`src/design/csr_pkg.sv`:
```
package csr_pkg;
   // Clock rate and documented reset stretch.
   localparam int unsigned CLK_HZ = 125000000;
   localparam int unsigned STRETCH_MS = 250;
   localparam int unsigned STRETCH_CYCLES = CLK_HZ / 1000 * STRETCH_MS;
   // Pushbutton must stay low this long before it counts as a press.
   localparam int unsigned DEBOUNCE_US = 10;
   localparam int unsigned DEBOUNCE_CYCLES = CLK_HZ / 1000000 * DEBOUNCE_US;
   // Watchdog period default; no figure is documented.
   localparam int unsigned WATCHDOG_MS = 1600;
   localparam int unsigned WATCHDOG_CYCLES = CLK_HZ / 1000 * WATCHDOG_MS;
   localparam int CNT_W = 28;
   localparam logic [CNT_W-1:0] CNT_ZERO = 28'h0000000;
   localparam logic [CNT_W-1:0] CNT_ONE = 28'h0000001;

   typedef enum logic [1:0] {
      CSR_HOLD,
      CSR_STRETCH,
      CSR_RUN
   } csr_state_t;

   typedef struct packed {
      logic ram_enable_in_n;
      logic upper_byte_select_n;
      logic lower_byte_select_n;
   } csr_ram_req_t;

   typedef struct packed {
      logic ram_enable_high_byte_n;
      logic ram_enable_low_byte_n;
   } csr_ram_out_t;
endpackage

```
`src/design/csr_supervisor.sv`:
```
`timescale 1ns/10ps
// Contract
// - Reset is held asserted while the power-fail indication is active.
// - After the supply recovers, reset stays asserted for a further 250 ms.
// - A debounced pushbutton press yields a reset pulse of at least 250 ms.
// - When the watchdog expires without a strobe, reset is asserted.
// - During power fail both SRAM enables are forced high so the memory cannot be written.
// - The reset pin is open-drain and an external low on it acts as a pushbutton request.
// - Reset is also asserted during the power-up reset period.
// - Outside power fail each byte enable goes low only when its byte select and the RAM enable are low.
module csr_supervisor #(
   parameter int unsigned STRETCH_CYCLES = csr_pkg::STRETCH_CYCLES,
   parameter int unsigned WATCHDOG_CYCLES = csr_pkg::WATCHDOG_CYCLES,
   parameter int unsigned DEBOUNCE_CYCLES = csr_pkg::DEBOUNCE_CYCLES
) (
   input wire logic i_clk,
   input wire logic i_reset,
   input wire logic i_power_fail,
   input wire logic i_watchdog_strobe_n,
   input wire logic i_reset_pin_n,
   input wire csr_pkg::csr_ram_req_t i_ram_req,
   output logic o_reset_pin_out,
   output logic o_reset_pin_oe_n,
   output csr_pkg::csr_ram_out_t o_ram_out,
   output logic o_watchdog_timeout
);

   localparam logic [csr_pkg::CNT_W-1:0] STRETCH_LAST = csr_pkg::CNT_W'(STRETCH_CYCLES - 1);
   localparam logic [csr_pkg::CNT_W-1:0] WATCHDOG_LAST = csr_pkg::CNT_W'(WATCHDOG_CYCLES - 1);
   localparam logic [csr_pkg::CNT_W-1:0] DEBOUNCE_LAST = csr_pkg::CNT_W'(DEBOUNCE_CYCLES - 1);

   // Counter helpers shared by the debounce, watchdog and stretch counters; all
   // three compare against a last value rather than a length to save an adder.
   function automatic logic at_last(
      input logic [csr_pkg::CNT_W-1:0] count,
      input logic [csr_pkg::CNT_W-1:0] last
   );
      return count == last;
   endfunction

   function automatic logic [csr_pkg::CNT_W-1:0] count_up(input logic [csr_pkg::CNT_W-1:0] count);
      return count + csr_pkg::CNT_ONE;
   endfunction

   // A trigger is the first cycle of an accepted press; a held button must not
   // restart the stretch over and over.
   function automatic logic press_edge(input logic now_pressed, input logic was_pressed);
      return now_pressed && !was_pressed;
   endfunction

   ////////////////////////////////////////////////////////////////////////////////
   csr_pkg::csr_state_t state_reg, state_next;
   logic [csr_pkg::CNT_W-1:0] stretch_reg, stretch_next;
   logic [csr_pkg::CNT_W-1:0] wdog_reg, wdog_next;
   logic [csr_pkg::CNT_W-1:0] deb_reg, deb_next;
   logic press_reg, press_next;
   logic timeout_reg, timeout_next;
   logic drive_reg, drive_next;
   csr_pkg::csr_ram_out_t ram_reg, ram_next;
   logic pin_out_reg, pin_out_next;
   logic oe_n_reg, oe_n_next;
   logic pin_low;

   // While we drive the pin ourselves its low level is our own echo, not a press.
   assign pin_low = !i_reset_pin_n && !drive_reg;

   ////////////////////////////////////////////////////////////////////////////////
   // Any high cycle restarts the debounce, so contact bounce never adds up to a
   // press; the count then saturates while the pin stays low.
   always_comb begin
      deb_next = csr_pkg::CNT_ZERO;
      press_next = 1'b0;
      if (pin_low) begin
         if (at_last(deb_reg, DEBOUNCE_LAST)) begin
            deb_next = deb_reg;
            press_next = !press_reg && (deb_reg != csr_pkg::CNT_ZERO || DEBOUNCE_CYCLES <= 1);
            press_next = press_next || press_reg;
         end else begin
            deb_next = count_up(deb_reg);
         end
      end
   end

   ////////////////////////////////////////////////////////////////////////////////
   // The count is held at zero outside RUN, so a host still in reset is never
   // blamed for a missing strobe.
   always_comb begin
      wdog_next = count_up(wdog_reg);
      timeout_next = 1'b0;
      if (state_reg != csr_pkg::CSR_RUN || !i_watchdog_strobe_n) begin
         wdog_next = csr_pkg::CNT_ZERO;
      end else if (at_last(wdog_reg, WATCHDOG_LAST)) begin
         wdog_next = csr_pkg::CNT_ZERO;
         timeout_next = 1'b1;
      end
   end

   ////////////////////////////////////////////////////////////////////////////////
   // Power fail overrides every other cause, whatever state the sequence is in,
   // so it is applied last.
   always_comb begin
      state_next = state_reg;
      stretch_next = stretch_reg;
      unique case (state_reg)
         csr_pkg::CSR_HOLD: begin
            // The stretch only starts counting once the supply is back in tolerance.
            stretch_next = csr_pkg::CNT_ZERO;
            if (!i_power_fail) begin
               state_next = csr_pkg::CSR_STRETCH;
            end
         end
         csr_pkg::CSR_STRETCH: begin
            // A press cannot restart the stretch: the pin is ignored while we drive it, so press_next stays low here.
            if (press_edge(press_next, press_reg)) begin
               stretch_next = csr_pkg::CNT_ZERO;
            end else if (at_last(stretch_reg, STRETCH_LAST)) begin
               state_next = csr_pkg::CSR_RUN;
            end else begin
               stretch_next = count_up(stretch_reg);
            end
         end
         csr_pkg::CSR_RUN: begin
            stretch_next = csr_pkg::CNT_ZERO;
            if (press_edge(press_next, press_reg) || timeout_next) begin
               state_next = csr_pkg::CSR_STRETCH;
            end
         end
         default: begin
            state_next = csr_pkg::CSR_HOLD;
         end
      endcase
      if (i_power_fail) begin
         state_next = csr_pkg::CSR_HOLD;
      end
   end

   ////////////////////////////////////////////////////////////////////////////////
   // Both byte lanes gate the same way, so one loop builds them. Power fail wins over
   // any request, so no lane can open while the supply is out of tolerance.
   logic [1:0] byte_sel_n;
   logic [1:0] ram_vec_next;

   assign byte_sel_n = {i_ram_req.upper_byte_select_n, i_ram_req.lower_byte_select_n};

   for (genvar lane = 0; lane < 2; lane++) begin : g_lane
      assign ram_vec_next[lane] = i_power_fail | byte_sel_n[lane] | i_ram_req.ram_enable_in_n;
   end

   always_comb begin
      drive_next = (state_next != csr_pkg::CSR_RUN);
      oe_n_next = !drive_next;
      // The open-drain data bit never changes; it still leaves through a flop
      // so that every output of the block is registered.
      pin_out_next = 1'b0;
      ram_next = csr_pkg::csr_ram_out_t'(ram_vec_next);
   end

   ////////////////////////////////////////////////////////////////////////////////
   // Power-up lands in HOLD so the power-up period always ends with a full stretch.
   always_ff @(posedge i_clk or posedge i_reset) begin
      if (i_reset) begin
         state_reg <= csr_pkg::CSR_HOLD;
         stretch_reg <= csr_pkg::CNT_ZERO;
      end else begin
         state_reg <= state_next;
         stretch_reg <= stretch_next;
      end
   end

   // Debounce state clears on reset, so a pin held low through reset still needs
   // a full debounce time before it counts.
   always_ff @(posedge i_clk or posedge i_reset) begin
      if (i_reset) begin
         deb_reg <= csr_pkg::CNT_ZERO;
         press_reg <= 1'b0;
      end else begin
         deb_reg <= deb_next;
         press_reg <= press_next;
      end
   end

   // The watchdog starts from zero after reset and only counts once the
   // stretch has ended.
   always_ff @(posedge i_clk or posedge i_reset) begin
      if (i_reset) begin
         wdog_reg <= csr_pkg::CNT_ZERO;
         timeout_reg <= 1'b0;
      end else begin
         wdog_reg <= wdog_next;
         timeout_reg <= timeout_next;
      end
   end

   // Outputs reset to their safe levels: reset driven and both memory lanes
   // disabled.
   always_ff @(posedge i_clk or posedge i_reset) begin
      if (i_reset) begin
         drive_reg <= 1'b1;
         oe_n_reg <= 1'b0;
         pin_out_reg <= 1'b0;
         ram_reg <= 2'h3;
      end else begin
         drive_reg <= drive_next;
         oe_n_reg <= oe_n_next;
         pin_out_reg <= pin_out_next;
         ram_reg <= ram_next;
      end
   end

   ////////////////////////////////////////////////////////////////////////////////
   // Open drain: the data bit is always low; enable low means driving.
   assign o_reset_pin_out = pin_out_reg;
   assign o_reset_pin_oe_n = oe_n_reg;
   assign o_ram_out = ram_reg;
   assign o_watchdog_timeout = timeout_reg;

endmodule

```
`config.mk`:
```
export PLATFORM = sky130hd
export DESIGN_NAME = csr_supervisor
export DESIGN_NICKNAME = d
export VERILOG_FILES = /design/src/design/csr_pkg.sv /design/src/design/csr_supervisor.sv
export SDC_FILE = /design/constraint.sdc
export NUM_CORES = 1
export LEC_CHECK = 0
export ABC_CLOCK_PERIOD_IN_PS = 2690
export BUFFER_PORTS_ARGS = -buffer_cell sky130_fd_sc_hd__buf_4
export CAP_MARGIN = 5
export CELL_PAD_IN_SITES_DETAIL_PLACEMENT = 1
export CELL_PAD_IN_SITES_GLOBAL_PLACEMENT = 2
export CORE_MARGIN = 4
export CORE_UTILIZATION = 35
export CTS_BUF_LIST = sky130_fd_sc_hd__clkbuf_16
export DETAILED_ROUTE_END_ITERATION = 6
export GPL_ROUTABILITY_DRIVEN = 0
export MAX_ROUTING_LAYER = met4
export PLACE_DENSITY_LB_ADDON = 0.05
export REMOVE_ABC_BUFFERS = 1
export SYNTH_ARGS = -nofsm -noshare
export SYNTH_HDL_FRONTEND = slang
export SYNTH_SLANG_ARGS = --single-unit
```
`constraint.sdc`:
```
create_clock -name i_clk -period 2.69 [get_ports i_clk]
set_input_delay 0.269 -clock i_clk [delete_from_list [all_inputs] [get_ports i_clk]]
set_output_delay 0.269 -clock i_clk [all_outputs]
set_load 0.02 [all_outputs]
```
* Yosys cells after proc, flatten, opt, wreduce, memory -nomap -nowiden
Cells that the tools add are included.
** Word-level totals
- Output and inout bits :: 5
- Word-level logic and storage cells :: 58
- Bits in latches :: 0
- ROM bits :: 0
- Bits in registers :: 92
- Memories :: 0
- Input bits :: 8
- Memory bits (writable) :: 0
** Operators by class
- Divide/modulo/power cells :: 0
- Multipliers :: 0
- $lt $le $gt $ge :: 0
- Shifts and indexed selects :: 0
- Add/subtract/negate cells :: 3
- Eq/ne operators :: 9
- Bitwise operators :: 4
- Reductions and logical operators :: 16
- Mux-type cells :: 16
** Operator list (number)
- two-way mux 28 bit :: 6
- adder 28 x 1 -> 28 bit (second input constant) :: 3
- case mux 28 bit (2 select lines) :: 1
- equality test 28 x 11 -> 1 bit (second input constant) :: 1
- equality test 28 x 25 -> 1 bit (second input constant) :: 1
- equality test 28 bit (second input constant) :: 1
- nonzero test 28 bit :: 1
- two-way mux 2 bit :: 4
- != test 2 bit (second input constant) :: 3
- case mux 2 bit (3 select lines) :: 1
- logical NOT 1 bit :: 5
- two-way mux 1 bit :: 4
- bitwise OR 1 bit :: 4
- logical AND 1 bit :: 3
- logical OR 1 bit :: 3
- != test 3 bit (second input constant) :: 1
- equality test 2 x 1 -> 1 bit (second input constant) :: 1
- equality test 2 bit (second input constant) :: 1
- logical NOT 2 bit :: 1
- AND reduction 2 bit :: 1
- nonzero test 2 bit :: 1
- OR reduction 2 bit :: 1

* Longest topological paths before layout
Gate-level depths: netlist of run 1.
- Depth after elaboration :: 12
- Gate-level depth with buffers :: 8

* Worst setup path before layout of run 1
Ideal clock, no wire load.
- Kind :: flip-flop to flip-flop
- From :: reg stretch_reg[2] in the netlist's numbering
- To :: reg stretch_reg[17] in the netlist's numbering
- Required time :: 2614 ps
- Data arrival time :: 1916 ps
- Setup slack :: 698 ps
- Buffers on the path :: 1
- Cell stages (with the launch flop) :: 7
- Cell sequence :: dfrtp_1 nand4_1 or2_1 buf_2 or4_1 or4_1 o21ai_1
** Between the ends
- Word-level cells in the longest chain between the ends :: 4
- Elaborated cells on any way between the ends :: 7
** Ends and longest elaborated chain
- from (decl) :: line csr_supervisor.sv:53 : logic [csr_pkg::CNT_W-1:0] stretch_reg, stretch_next;
- from (signal assigned) :: line csr_supervisor.sv:163 : stretch_reg <= csr_pkg::CNT_ZERO;
- from (signal assigned) :: line csr_supervisor.sv:166 : stretch_reg <= stretch_next;
- adder 28 x 1 -> 28 bit :: line csr_supervisor.sv:42 : return count + csr_pkg::CNT_ONE;
- two-way mux 28 bit :: line csr_supervisor.sv:116 : end else if (at_last(stretch_reg, STRETCH_LAST)) begin
- two-way mux 28 bit :: line csr_supervisor.sv:114 : if (press_edge(press_next, press_reg)) begin
- case mux 28 bit (2 select lines) :: line csr_supervisor.sv:104 : unique case (state_reg)
Parallel ways exist; a longest one is shown, timed or not. The select of a mux whose other input is x is not followed.
A chain may end at the register's enable or synchronous reset.

* Worst setup path in the final report of run 1
- From :: reg deb_reg[17] in the netlist's numbering
- To :: reg state_reg[0]
** Between the ends
- Word-level cells in the longest chain between the ends :: 10
- Elaborated cells on any way between the ends :: 12
** Ends and longest elaborated chain
- from (decl) :: line csr_supervisor.sv:55 : logic [csr_pkg::CNT_W-1:0] deb_reg, deb_next;
- from (signal assigned) :: line csr_supervisor.sv:174 : deb_reg <= csr_pkg::CNT_ZERO;
- from (signal assigned) :: line csr_supervisor.sv:177 : deb_reg <= deb_next;
- nonzero test 28 bit :: line csr_supervisor.sv:76 : press_next = !press_reg && (deb_reg != csr_pkg::CNT_ZERO || DEBOUNCE_CYCLES <= 1);
- logical AND 1 bit :: line csr_supervisor.sv:76
- logical OR 1 bit :: line csr_supervisor.sv:77 : press_next = press_next || press_reg;
- two-way mux 1 bit * :: line csr_supervisor.sv:74 : if (at_last(deb_reg, DEBOUNCE_LAST)) begin
- two-way mux 1 bit * :: line csr_supervisor.sv:73 : if (pin_low) begin
- logical AND 1 bit * :: line csr_supervisor.sv:48 : return now_pressed && !was_pressed;
- logical OR 1 bit :: line csr_supervisor.sv:124 : if (press_edge(press_next, press_reg) || timeout_next) begin
- two-way mux 2 bit :: line csr_supervisor.sv:124
- case mux 2 bit (3 select lines) * :: line csr_supervisor.sv:104
- two-way mux 2 bit * :: line csr_supervisor.sv:132 : if (i_power_fail) begin
- net state_next[0] :: line csr_supervisor.sv:52 : csr_pkg::csr_state_t state_reg, state_next;
- to (signal assigned) :: line csr_supervisor.sv:162 : state_reg <= csr_pkg::CSR_HOLD;
- to (signal assigned) :: line csr_supervisor.sv:165 : state_reg <= state_next;
- to (decl) :: line csr_supervisor.sv:52
Mark *: on every way through the listed nets, which the timed path passes. The rest lies on a longest branch.

==> results list, run 1 <==
- The run finished with clean final reports.
* Initial Util: 36.41%
* CP Launch Point: deb_reg[17]
- CTS tree: done
* Detail-routed via count per cell: 5.617
- The critical path is of the flop to flop type.
- Synthesis instantiated 54 different standard cells from the library.
* Std cell rows: 42
* Area growth from synthesis to layout: 13.10%
- Input and output buffers added on the ports amount to 11.
- Average cell area after synthesis: 9.122 µm²
- Commonest non-fill, non-tap cell in the layout: sky130_fd_sc_hd__dfrtp_1
* 1st-pass router iterations: 4
* Worst Path Max Fanout: 7
- Yosys printed 0 warnings.
- Clock skew on the completed layout was measured at 0.008373 ns.
- Remaining antenna violation count after routing: 0
- Final hold slack: 0.1234 ns
- Remaining routing DRC violations: 0
* Syn Std Cell Area: 0.004898 mm²
- For this block, the via count after detailed routing is 4112.
- Clock insertion delay at the later pin of the skew report: 0.36 ns
- After clock tree synthesis, the clock-pin slew on the worst setup and hold paths is 0.07 ns.
- Of all flip-flops after synthesis, the portion carrying an async set or reset was 100.0%.
- Of the cells placed in the final design, the portion with a size suffix greater than 1 is 8.993%.
- Following the worst setup path forward leads to its endpoint at state_reg[0].
- # nets final: 564
- The cell sitting at the root of the clock tree is a sky130_fd_sc_hd__clkbuf_16.
- Gates resized during post-CTS repair numbered 0.
- First-pass GRT wire length: 23110 µm
- The tree built by TritonCTS fans out to 92 sinks.
- During I/O placement, the number of pins put on the boundary was 13.
- Sequential-to-total area share from yosys stat: 47.08%
* Sum of net half-perimeters after detailed placement: 9143 µm
- In this run the biggest area consumer among cell types represents 45.47% of the synthesized area.
- Dominant cell type by area after synthesis: sky130_fd_sc_hd__dfrtp_1
- After filler insertion, the fill cell instance count of the layout stands at 1575.
- Register bit total from synthesis: 92
* Tightest slew margin relative to the limit: 48.95%
- Chip Width: 126.3 µm
- In the final routed layout, each cell accounts on average for 18.38 µm.
- Number of placed instances, taps included: 715
- Critical register-to-register path startpoint: deb_reg[17]
* Die height: 126.3 µm
* Hold WC Path Type: primary input to flop
- Worst IR drop on VDD: 0.0003007 V
- Total global-route track usage: 18.58%
- For the worst setup path, the data required time is 2.98 ns.
- Via count of the first global-routing pass: 4359
- Final worst slack: 0.2911 ns
* Worst r2r path cells: 5
- R2R setup slack: 0.29 ns
* Period Utilization, post-route: 89.18%
- Summed over all cells, the static leakage comes to 0.002095 µW.
- Final setup violation count: 0
- The worst register-to-register path ends at state_reg[0].
* Post-Place Worst Slack: 0.3587 ns
* Synthesized netlist cell count: 537
- The die covers 0.01595 mm².
- Number of antenna violations at the first check in global routing: 0
- Entering global routing, the biggest net connects 40 pins.
* Grt total ovfl: 0
- Slew at the pin with the worst max-slew slack: 0.7587 ns
- The worst setup path is captured at a flop.
* Areal power density over the cells: 511.0 mW/mm²
- Setup total negative slack on the finished layout was measured at 0 ns.
- The H-tree was split into 3 levels.
* Ranking of synthesized cells by area: sky130_fd_sc_hd__dfrtp_1, sky130_fd_sc_hd__nor2_1, sky130_fd_sc_hd__nand4_1
- After floorplanning, the core was sized to cover 0.01345 mm².
- Final instance count without filler cells: 732
* Max Buffers Root-to-Sink: 2
* CP arrival: 2.69 ns
* Startpoint class of the critical path: flop
* Post-CTS repair timing setup buffer count: 0
* Post-route minimum period: 2.399 ns
- Number of enable-type register cells in the synthesized netlist: 0
- Most frequent cells in the layout: sky130_fd_sc_hd__dfrtp_1, sky130_fd_sc_hd__nor2_1, sky130_fd_sc_hd__nand2_1
- Unrepaired setup endpoints after global routing: false
- Primary flip-flop cell chosen by synthesis mapping: sky130_fd_sc_hd__dfrtp_1
* Post-CTS Hold Buffers: 1
- Total chip power: 2831 µW
* Total clock buffers created by CTS: 9
- The count of final hold-check violations was 0.
- The tool flagged a number of max-cap violations equal to 0.
- Maximum clock frequency: 0.4169 GHz
* Total detailed-routing wirelength: 13450 µm
- The total count of max-transition violations in the final report was 0.
- In this run, the number of DRC markers left after iteration 0 of detailed routing was 210.
* Antenna Cells: 0
==> final cells by class <==
cell class	instances	area, µm²	area share (%)
multi-input combinational	399	2414	43.56
sequential	92	2306	41.62
clock buffer	9	225.2	4.065
tap	176	220.2	3.975
timing repair buffer	27	205.2	3.704
clock inverter	7	85.08	1.536
inverter	22	85.08	1.536
==> metrics by stage <==
step / util (%) / cell area (µm²)
finish: 41.18 / 5540
global route: 41.18 / 5540
CTS: 41.18 / 5540
detailed placement: 38.80 / 5220
global placement: 38.80 / 5220
floorplan: - / 4802
==> Yosys cell counts, drive strengths merged, types with 3 or more instances <==
cell,count
ha,5
nand3,28
nor3,9
nor2,73
o22ai,3
o32ai,3
a31oi,4
and4,12
o211ai,3
or3,13
nand3b,4
xor2,23
o21ai,15
and3,9
dfstp,3
nand2,44
buf,4
nand4,35
nand2b,5
nor4,15
inv,22
and2,3
dfrtp,89
or4,16
a21oi,20
clkbuf,20
nor4b,4
xnor2,25
==> critical path: stages (launching register included) <==
cell	delay, ns
sky130_fd_sc_hd__dfrtp_1	0.43
sky130_fd_sc_hd__nor4_1	0.70
sky130_fd_sc_hd__and4_1	0.38
sky130_fd_sc_hd__a211oi_1	0.09
sky130_fd_sc_hd__o21ai_1	0.47
sky130_fd_sc_hd__and3b_1	0.26
==> metal layers <==
metal  GRT usage, %  vias up  wire length (µm)
met1          24.11     2121              6452
met2          29.58       26              6519
met4          4.669        0               159
li1               -     1955                 -
met5              -        -                 0
met3          4.372       10               320
==> worst min path at each step <==
stage	start	endpoint	slack, ns	depth (start not counted)
after floorplan	i_power_fail	o_reset_pin_oe_n	0.34	1
after global placement	i_reset	stretch_reg[26]	0.38	2
after detailed placement	i_reset	stretch_reg[15]	0.38	2
after CTS	i_ram_req[2]	o_ram_out[0]	0.11	2
after global routing	i_ram_req[1]	o_ram_out[1]	0.12	2
final	i_ram_req[0]	o_ram_out[0]	0.12	2
==> power by group <==
part           total (µW)  switching [µW]  internal (µW)  leakage [µW]
Clock                1360             555            805      0.000163
Combinational        73.6            53.2           20.4      0.000661
Sequential           1400            7.87           1390       0.00127
==> cells by family after synthesis <==
group / share of synthesized area [%]
xor+xnor: 8.582
simple gates: 30.70
flops: 47.08
buf+inv: 3.653
compound gates: 7.995
mux: 0.6386
fa+ha+maj: 1.277
other cells: 0.07655
Note: power is estimated with default switching activity, not from simulation.
==> run 2: changes to the inputs <==
- ABC_AREA: not set -> 1
- CORE_ASPECT_RATIO: not set -> 0.5
- CORE_UTILIZATION: 35 -> 32
==> run 2 against run 1 <==
  * Worst setup slack better by 0.15 ns
  * Register-to-register slack better by 0.15 ns
  * Area after synthesis is 20% higher
  * Highest routed layer unchanged
  * Global-route usage hardly changed
  * Utilization is 4.3 points lower
  * Routed wire length is 34% higher
==> results list, run 2 <==
- Sum of net half-perimeters after detailed placement: 13580 µm (+49%)
* Die height: 103.8 µm (-18%)
- Register bit total from synthesis: 92 (unchanged)
- The largest fanout on the critical path is 19 (+12).
* Crit Path Class: flop to flop
- The fraction of synthesized cell area taken by the top area cell type was 37.88% (-7.6 points).
- Remaining antenna violation count after routing: 0 (unchanged)
- The worst hold path begins at i_power_fail.
- The clock insertion delay at the later pin of the skew report is 0.35 ns (about the same).
- Most common library cells after synthesis: sky130_fd_sc_hd__nand2_1, sky130_fd_sc_hd__nor2_1, sky130_fd_sc_hd__inv_1
- Kind of end point of the critical path: flop
- The violation count after the first detailed-route iteration came to 182 (-13%).
* Worst flop-to-flop path endpoint: stretch_reg[19]
* Most numerous cell in the Yosys netlist: sky130_fd_sc_hd__nand2_1
- The internal power summed over all cells came to 2119 µW (-4.3%).
* Distinct cells, synth: 33 (-39%)
- The ratio of final minimum period to clock period was 83.78% (-5.4 points).
* Share of post-route cells with drive strength above 1: 5.381% (-3.6 points)
- Leakage power of the design: 0.002895 µW (+38%)
- The highest clock rate was 0.4437 GHz (+6.4%).
- Total chip power: 2730 µW (-3.6%)
- Post-Place Worst Slack: 0.4238 ns (+0.06500 ns)
- Unrepaired setup endpoints after global routing: false
- Worst r2r path cells: 13 (+8)
- Antenna Cells: 0 (unchanged)
- Initial Util: 33.22% (-3.2 points)
- Syn Std Cell Area: 0.005879 mm² (+20%)
- The data arrival at the endpoint of the critical path was 2.49 ns (-0.20 ns).
* Areal power density over the cells: 418.7 mW/mm² (-18%)
- Total clock buffers created by CTS: 9 (unchanged)
- Status: finished clean
- The synthesized design spends more area on one cell type than any other, namely sky130_fd_sc_hd__dfrtp_1.
- Area growth from synthesis to layout: 10.90%
- Buffer cell driving the clock tree root: sky130_fd_sc_hd__clkbuf_16
- The share of total power in the clock network is 46.2% (-1.8 points).
- The library cell used most frequently in the layout, excluding fill and tap cells, is sky130_fd_sc_hd__nand2_1.
- R2R setup slack: 0.44 ns (+0.15 ns)
* Max Buffers Root-to-Sink: 2 (unchanged)
* DR WL/cell: 16.04 µm (-13%)
* Post-route minimum period: 2.254 ns (-0.1451 ns)
- Number of placed instances, taps included: 1109 (+55%)
- The slew of the pin with the lowest slew margin is 0.6268 ns (-0.1320 ns).
- Min-Delay Endpoint: state_reg[0]
- Final instance count without filler cells: 1126 (+54%)
- CTS tree: done
- Final worst slack: 0.4362 ns (+0.1451 ns)
- The clock sink count came to 92 (unchanged).
* Net switching power: 610.7 µW (-0.92%)
- Final setup violation count: 0 (unchanged)
- Req. time, crit path: 2.93 ns (-0.05 ns)
- The number of H-tree levels is 3 (unchanged).
- The core outline area came to 0.01770 mm² (+32%).
- The worst voltage drop across the vdd grid came to 0.0002777 V (-7.6%).
- The number of nets in the finished design is 900 (+60%).
* Critical register-to-register path startpoint: deb_reg[1]
* Final Skew: 0.01041 ns (+0.002037 ns)
- Most frequent cells in the layout: sky130_fd_sc_hd__nand2_1, sky130_fd_sc_hd__nor2_1, sky130_fd_sc_hd__inv_1
- I/O pins: 13 (unchanged)
* Fraction of power consumed by combinational cells: 2.7% (about the same)
- The filler cell count in the final layout was 2260 (+43%).
- The residual overflow from global routing was 0 (unchanged).
* Via count of the first global-routing pass: 5869 (+35%)
- 1st-pass router iterations: 4 (unchanged)
- The CTS clock-pin slew for the worst setup and hold paths came to 0.07 ns (about the same).
- The switching part of the total was 22.37% (+0.60 points).
- The mean post-synth cell area was 6.735 µm² (-26%).
- Tightest slew margin relative to the limit: 58.17% (+9.2 points)
* Fraction of synthesis flops using an asynchronous set or reset pin: 100.0% (unchanged)
- The initial antenna violation count was 0 (unchanged).
- Detail-routed via count per cell: 4.905 (-13%)
- The standard-cell row count is 34 (-19%).
- The worst hold path belongs to the class primary input to flop.
* Pin count of the biggest net entering global routing: 38 (-5.0%)
* Final-report max-slew violation count: 0 (unchanged)
- The total via count after detailed routing is 5523 (+34%).
* Synthesized netlist cell count: 873 (+63%)
- The number of enable flip-flop cells after synthesis was 0 (unchanged).
- The number of cells upsized or downsized after cts was 0 (unchanged).
- The total routing usage reported by global routing is 18.60% (about the same).
- Share of the core filled with cells in the final layout: 36.84% (-4.3 points)
- Number of buffer cells added on primary ports: 11 (unchanged)
- Remaining routing DRC violations: 0 (unchanged)
- The global-route wire length before repair was 30170 µm (+31%).
- Total detailed-routing wirelength: 18060 µm (+34%)
- Hold violation count in the final report: 0 (unchanged)
* Max-capacitance violation count: 0 (unchanged)
- STA classifies the critical path startpoint as a flop.
- The x dimension of the die is 199.7 µm (+58%).
* Part of the total power dissipated in sequential elements: 51.1% (+1.7 points)
- Sequential-to-total area share from yosys stat: 39.22% (-7.9 points)
* Final sum of negative setup slack: 0 ns (unchanged)
- Yosys attributes the largest share of cell area to sky130_fd_sc_hd__dfrtp_1, sky130_fd_sc_hd__nand2_1, sky130_fd_sc_hd__nor2_1.
* Overall die area: 0.02074 mm² (+30%)
* Primary flip-flop cell chosen by synthesis mapping: sky130_fd_sc_hd__dfrtp_1
- The number of warnings reported in the yosys synthesis log was 0 (unchanged).
- The number of instances on the worst hold path was 2 (unchanged).
-- run 2: kinds of logic after synthesis --
kind of cell             after synthesis  synth area share (%)
adder cells (fa/ha/maj)                5                 1.064
buffers and inverters                111                 7.746
flip-flops                            92                 39.22
AO/OA/AOI/OAI                         32                 2.788
XOR/XNOR                              43                 6.406
AND/OR/NAND/NOR                      589                 42.71
other                                  1               0.06378
-- run 2: how the worst max path moves through the flow --
| stage | startpoint | depth (start not counted) | slack [ns] | endpoint |
|---|---|---|---|---|
| 2_1_floorplan | i_reset | 1 | 0.03 | deb_reg[0] |
| 3_3_place_gp | stretch_reg[0] | 12 | 0.48 | stretch_reg[24] |
| 3_5_place_dp | deb_reg[1] | 13 | 0.42 | stretch_reg[19] |
| 4_1_cts | deb_reg[1] | 13 | 0.41 | stretch_reg[19] |
| 5_1_grt | deb_reg[1] | 13 | 0.16 | stretch_reg[24] |
| 6_report | deb_reg[1] | 13 | 0.44 | stretch_reg[19] |
-- run 2: worst max-delay path, stage by stage (launching register included) --
cell	delay (ns)
sky130_fd_sc_hd__dfrtp_1	0.40
sky130_fd_sc_hd__inv_1	0.12
sky130_fd_sc_hd__ha_1	0.16
sky130_fd_sc_hd__nand2_1	0.05
sky130_fd_sc_hd__inv_1	0.07
sky130_fd_sc_hd__nand2_1	0.05
sky130_fd_sc_hd__nor2_1	0.09
sky130_fd_sc_hd__nand2_1	0.09
sky130_fd_sc_hd__nor2_4	0.15
sky130_fd_sc_hd__nand3_4	0.26
sky130_fd_sc_hd__nand2_2	0.18
sky130_fd_sc_hd__nand2_1	0.29
sky130_fd_sc_hd__nand3_1	0.18
sky130_fd_sc_hd__nand2_1	0.06
-- run 2: layer usage --
layer  track usage, %  vias to the layer above  routed length, µm
met3            3.438                       20                449
li1                 -                     2747                  -
met2            32.31                       55               8954
met4            3.537                        0                198
met1            22.78                     2701               8456
met5                -                        -                  0
-- run 2: power by group through the flow --
| stage | combinational (µW) | clock, µW | sequential, µW |
|---|---|---|---|
| after floorplan | 37.3 | 0 | 1420 |
| after global placement | 75.8 | 0 | 1420 |
| after detailed placement | 77.3 | 0 | 1420 |
| after CTS | 78.5 | 1320 | 1390 |
| after global routing | 86.6 | 1380 | 1400 |
| final | 73.9 | 1260 | 1400 |
-- run 2: layout make-up --
cell class	count	area, µm²	share of cell area, %
well taps	234	292.8	4.491
clock inverters	7	61.31	0.9403
clock buffers	9	225.2	3.454
inverters	95	359.1	5.508
flip-flops and latches	92	2306	35.37
multi-input cells	670	3118	47.82
repair buffers	19	157.7	2.418
-- run 2: per-stage QoR --
| step | area [µm²] | hold slack (ns) |
|---|---|---|
| floorplan | 5781 | 0.3354 |
| global placement | 6223 | 0.3179 |
| detailed placement | 6223 | 0.3234 |
| CTS | 6520 | 0.07698 |
| global route | 6520 | 0.08646 |
| finish | 6520 | 0.09438 |
-- run 2: timing repair --
| item | CTS | global route |
|---|---|---|
| setup buffers | 0 | 0 |
| hold endpoints to repair | 30 | 0 |
| hold buffers | 1 | 0 |
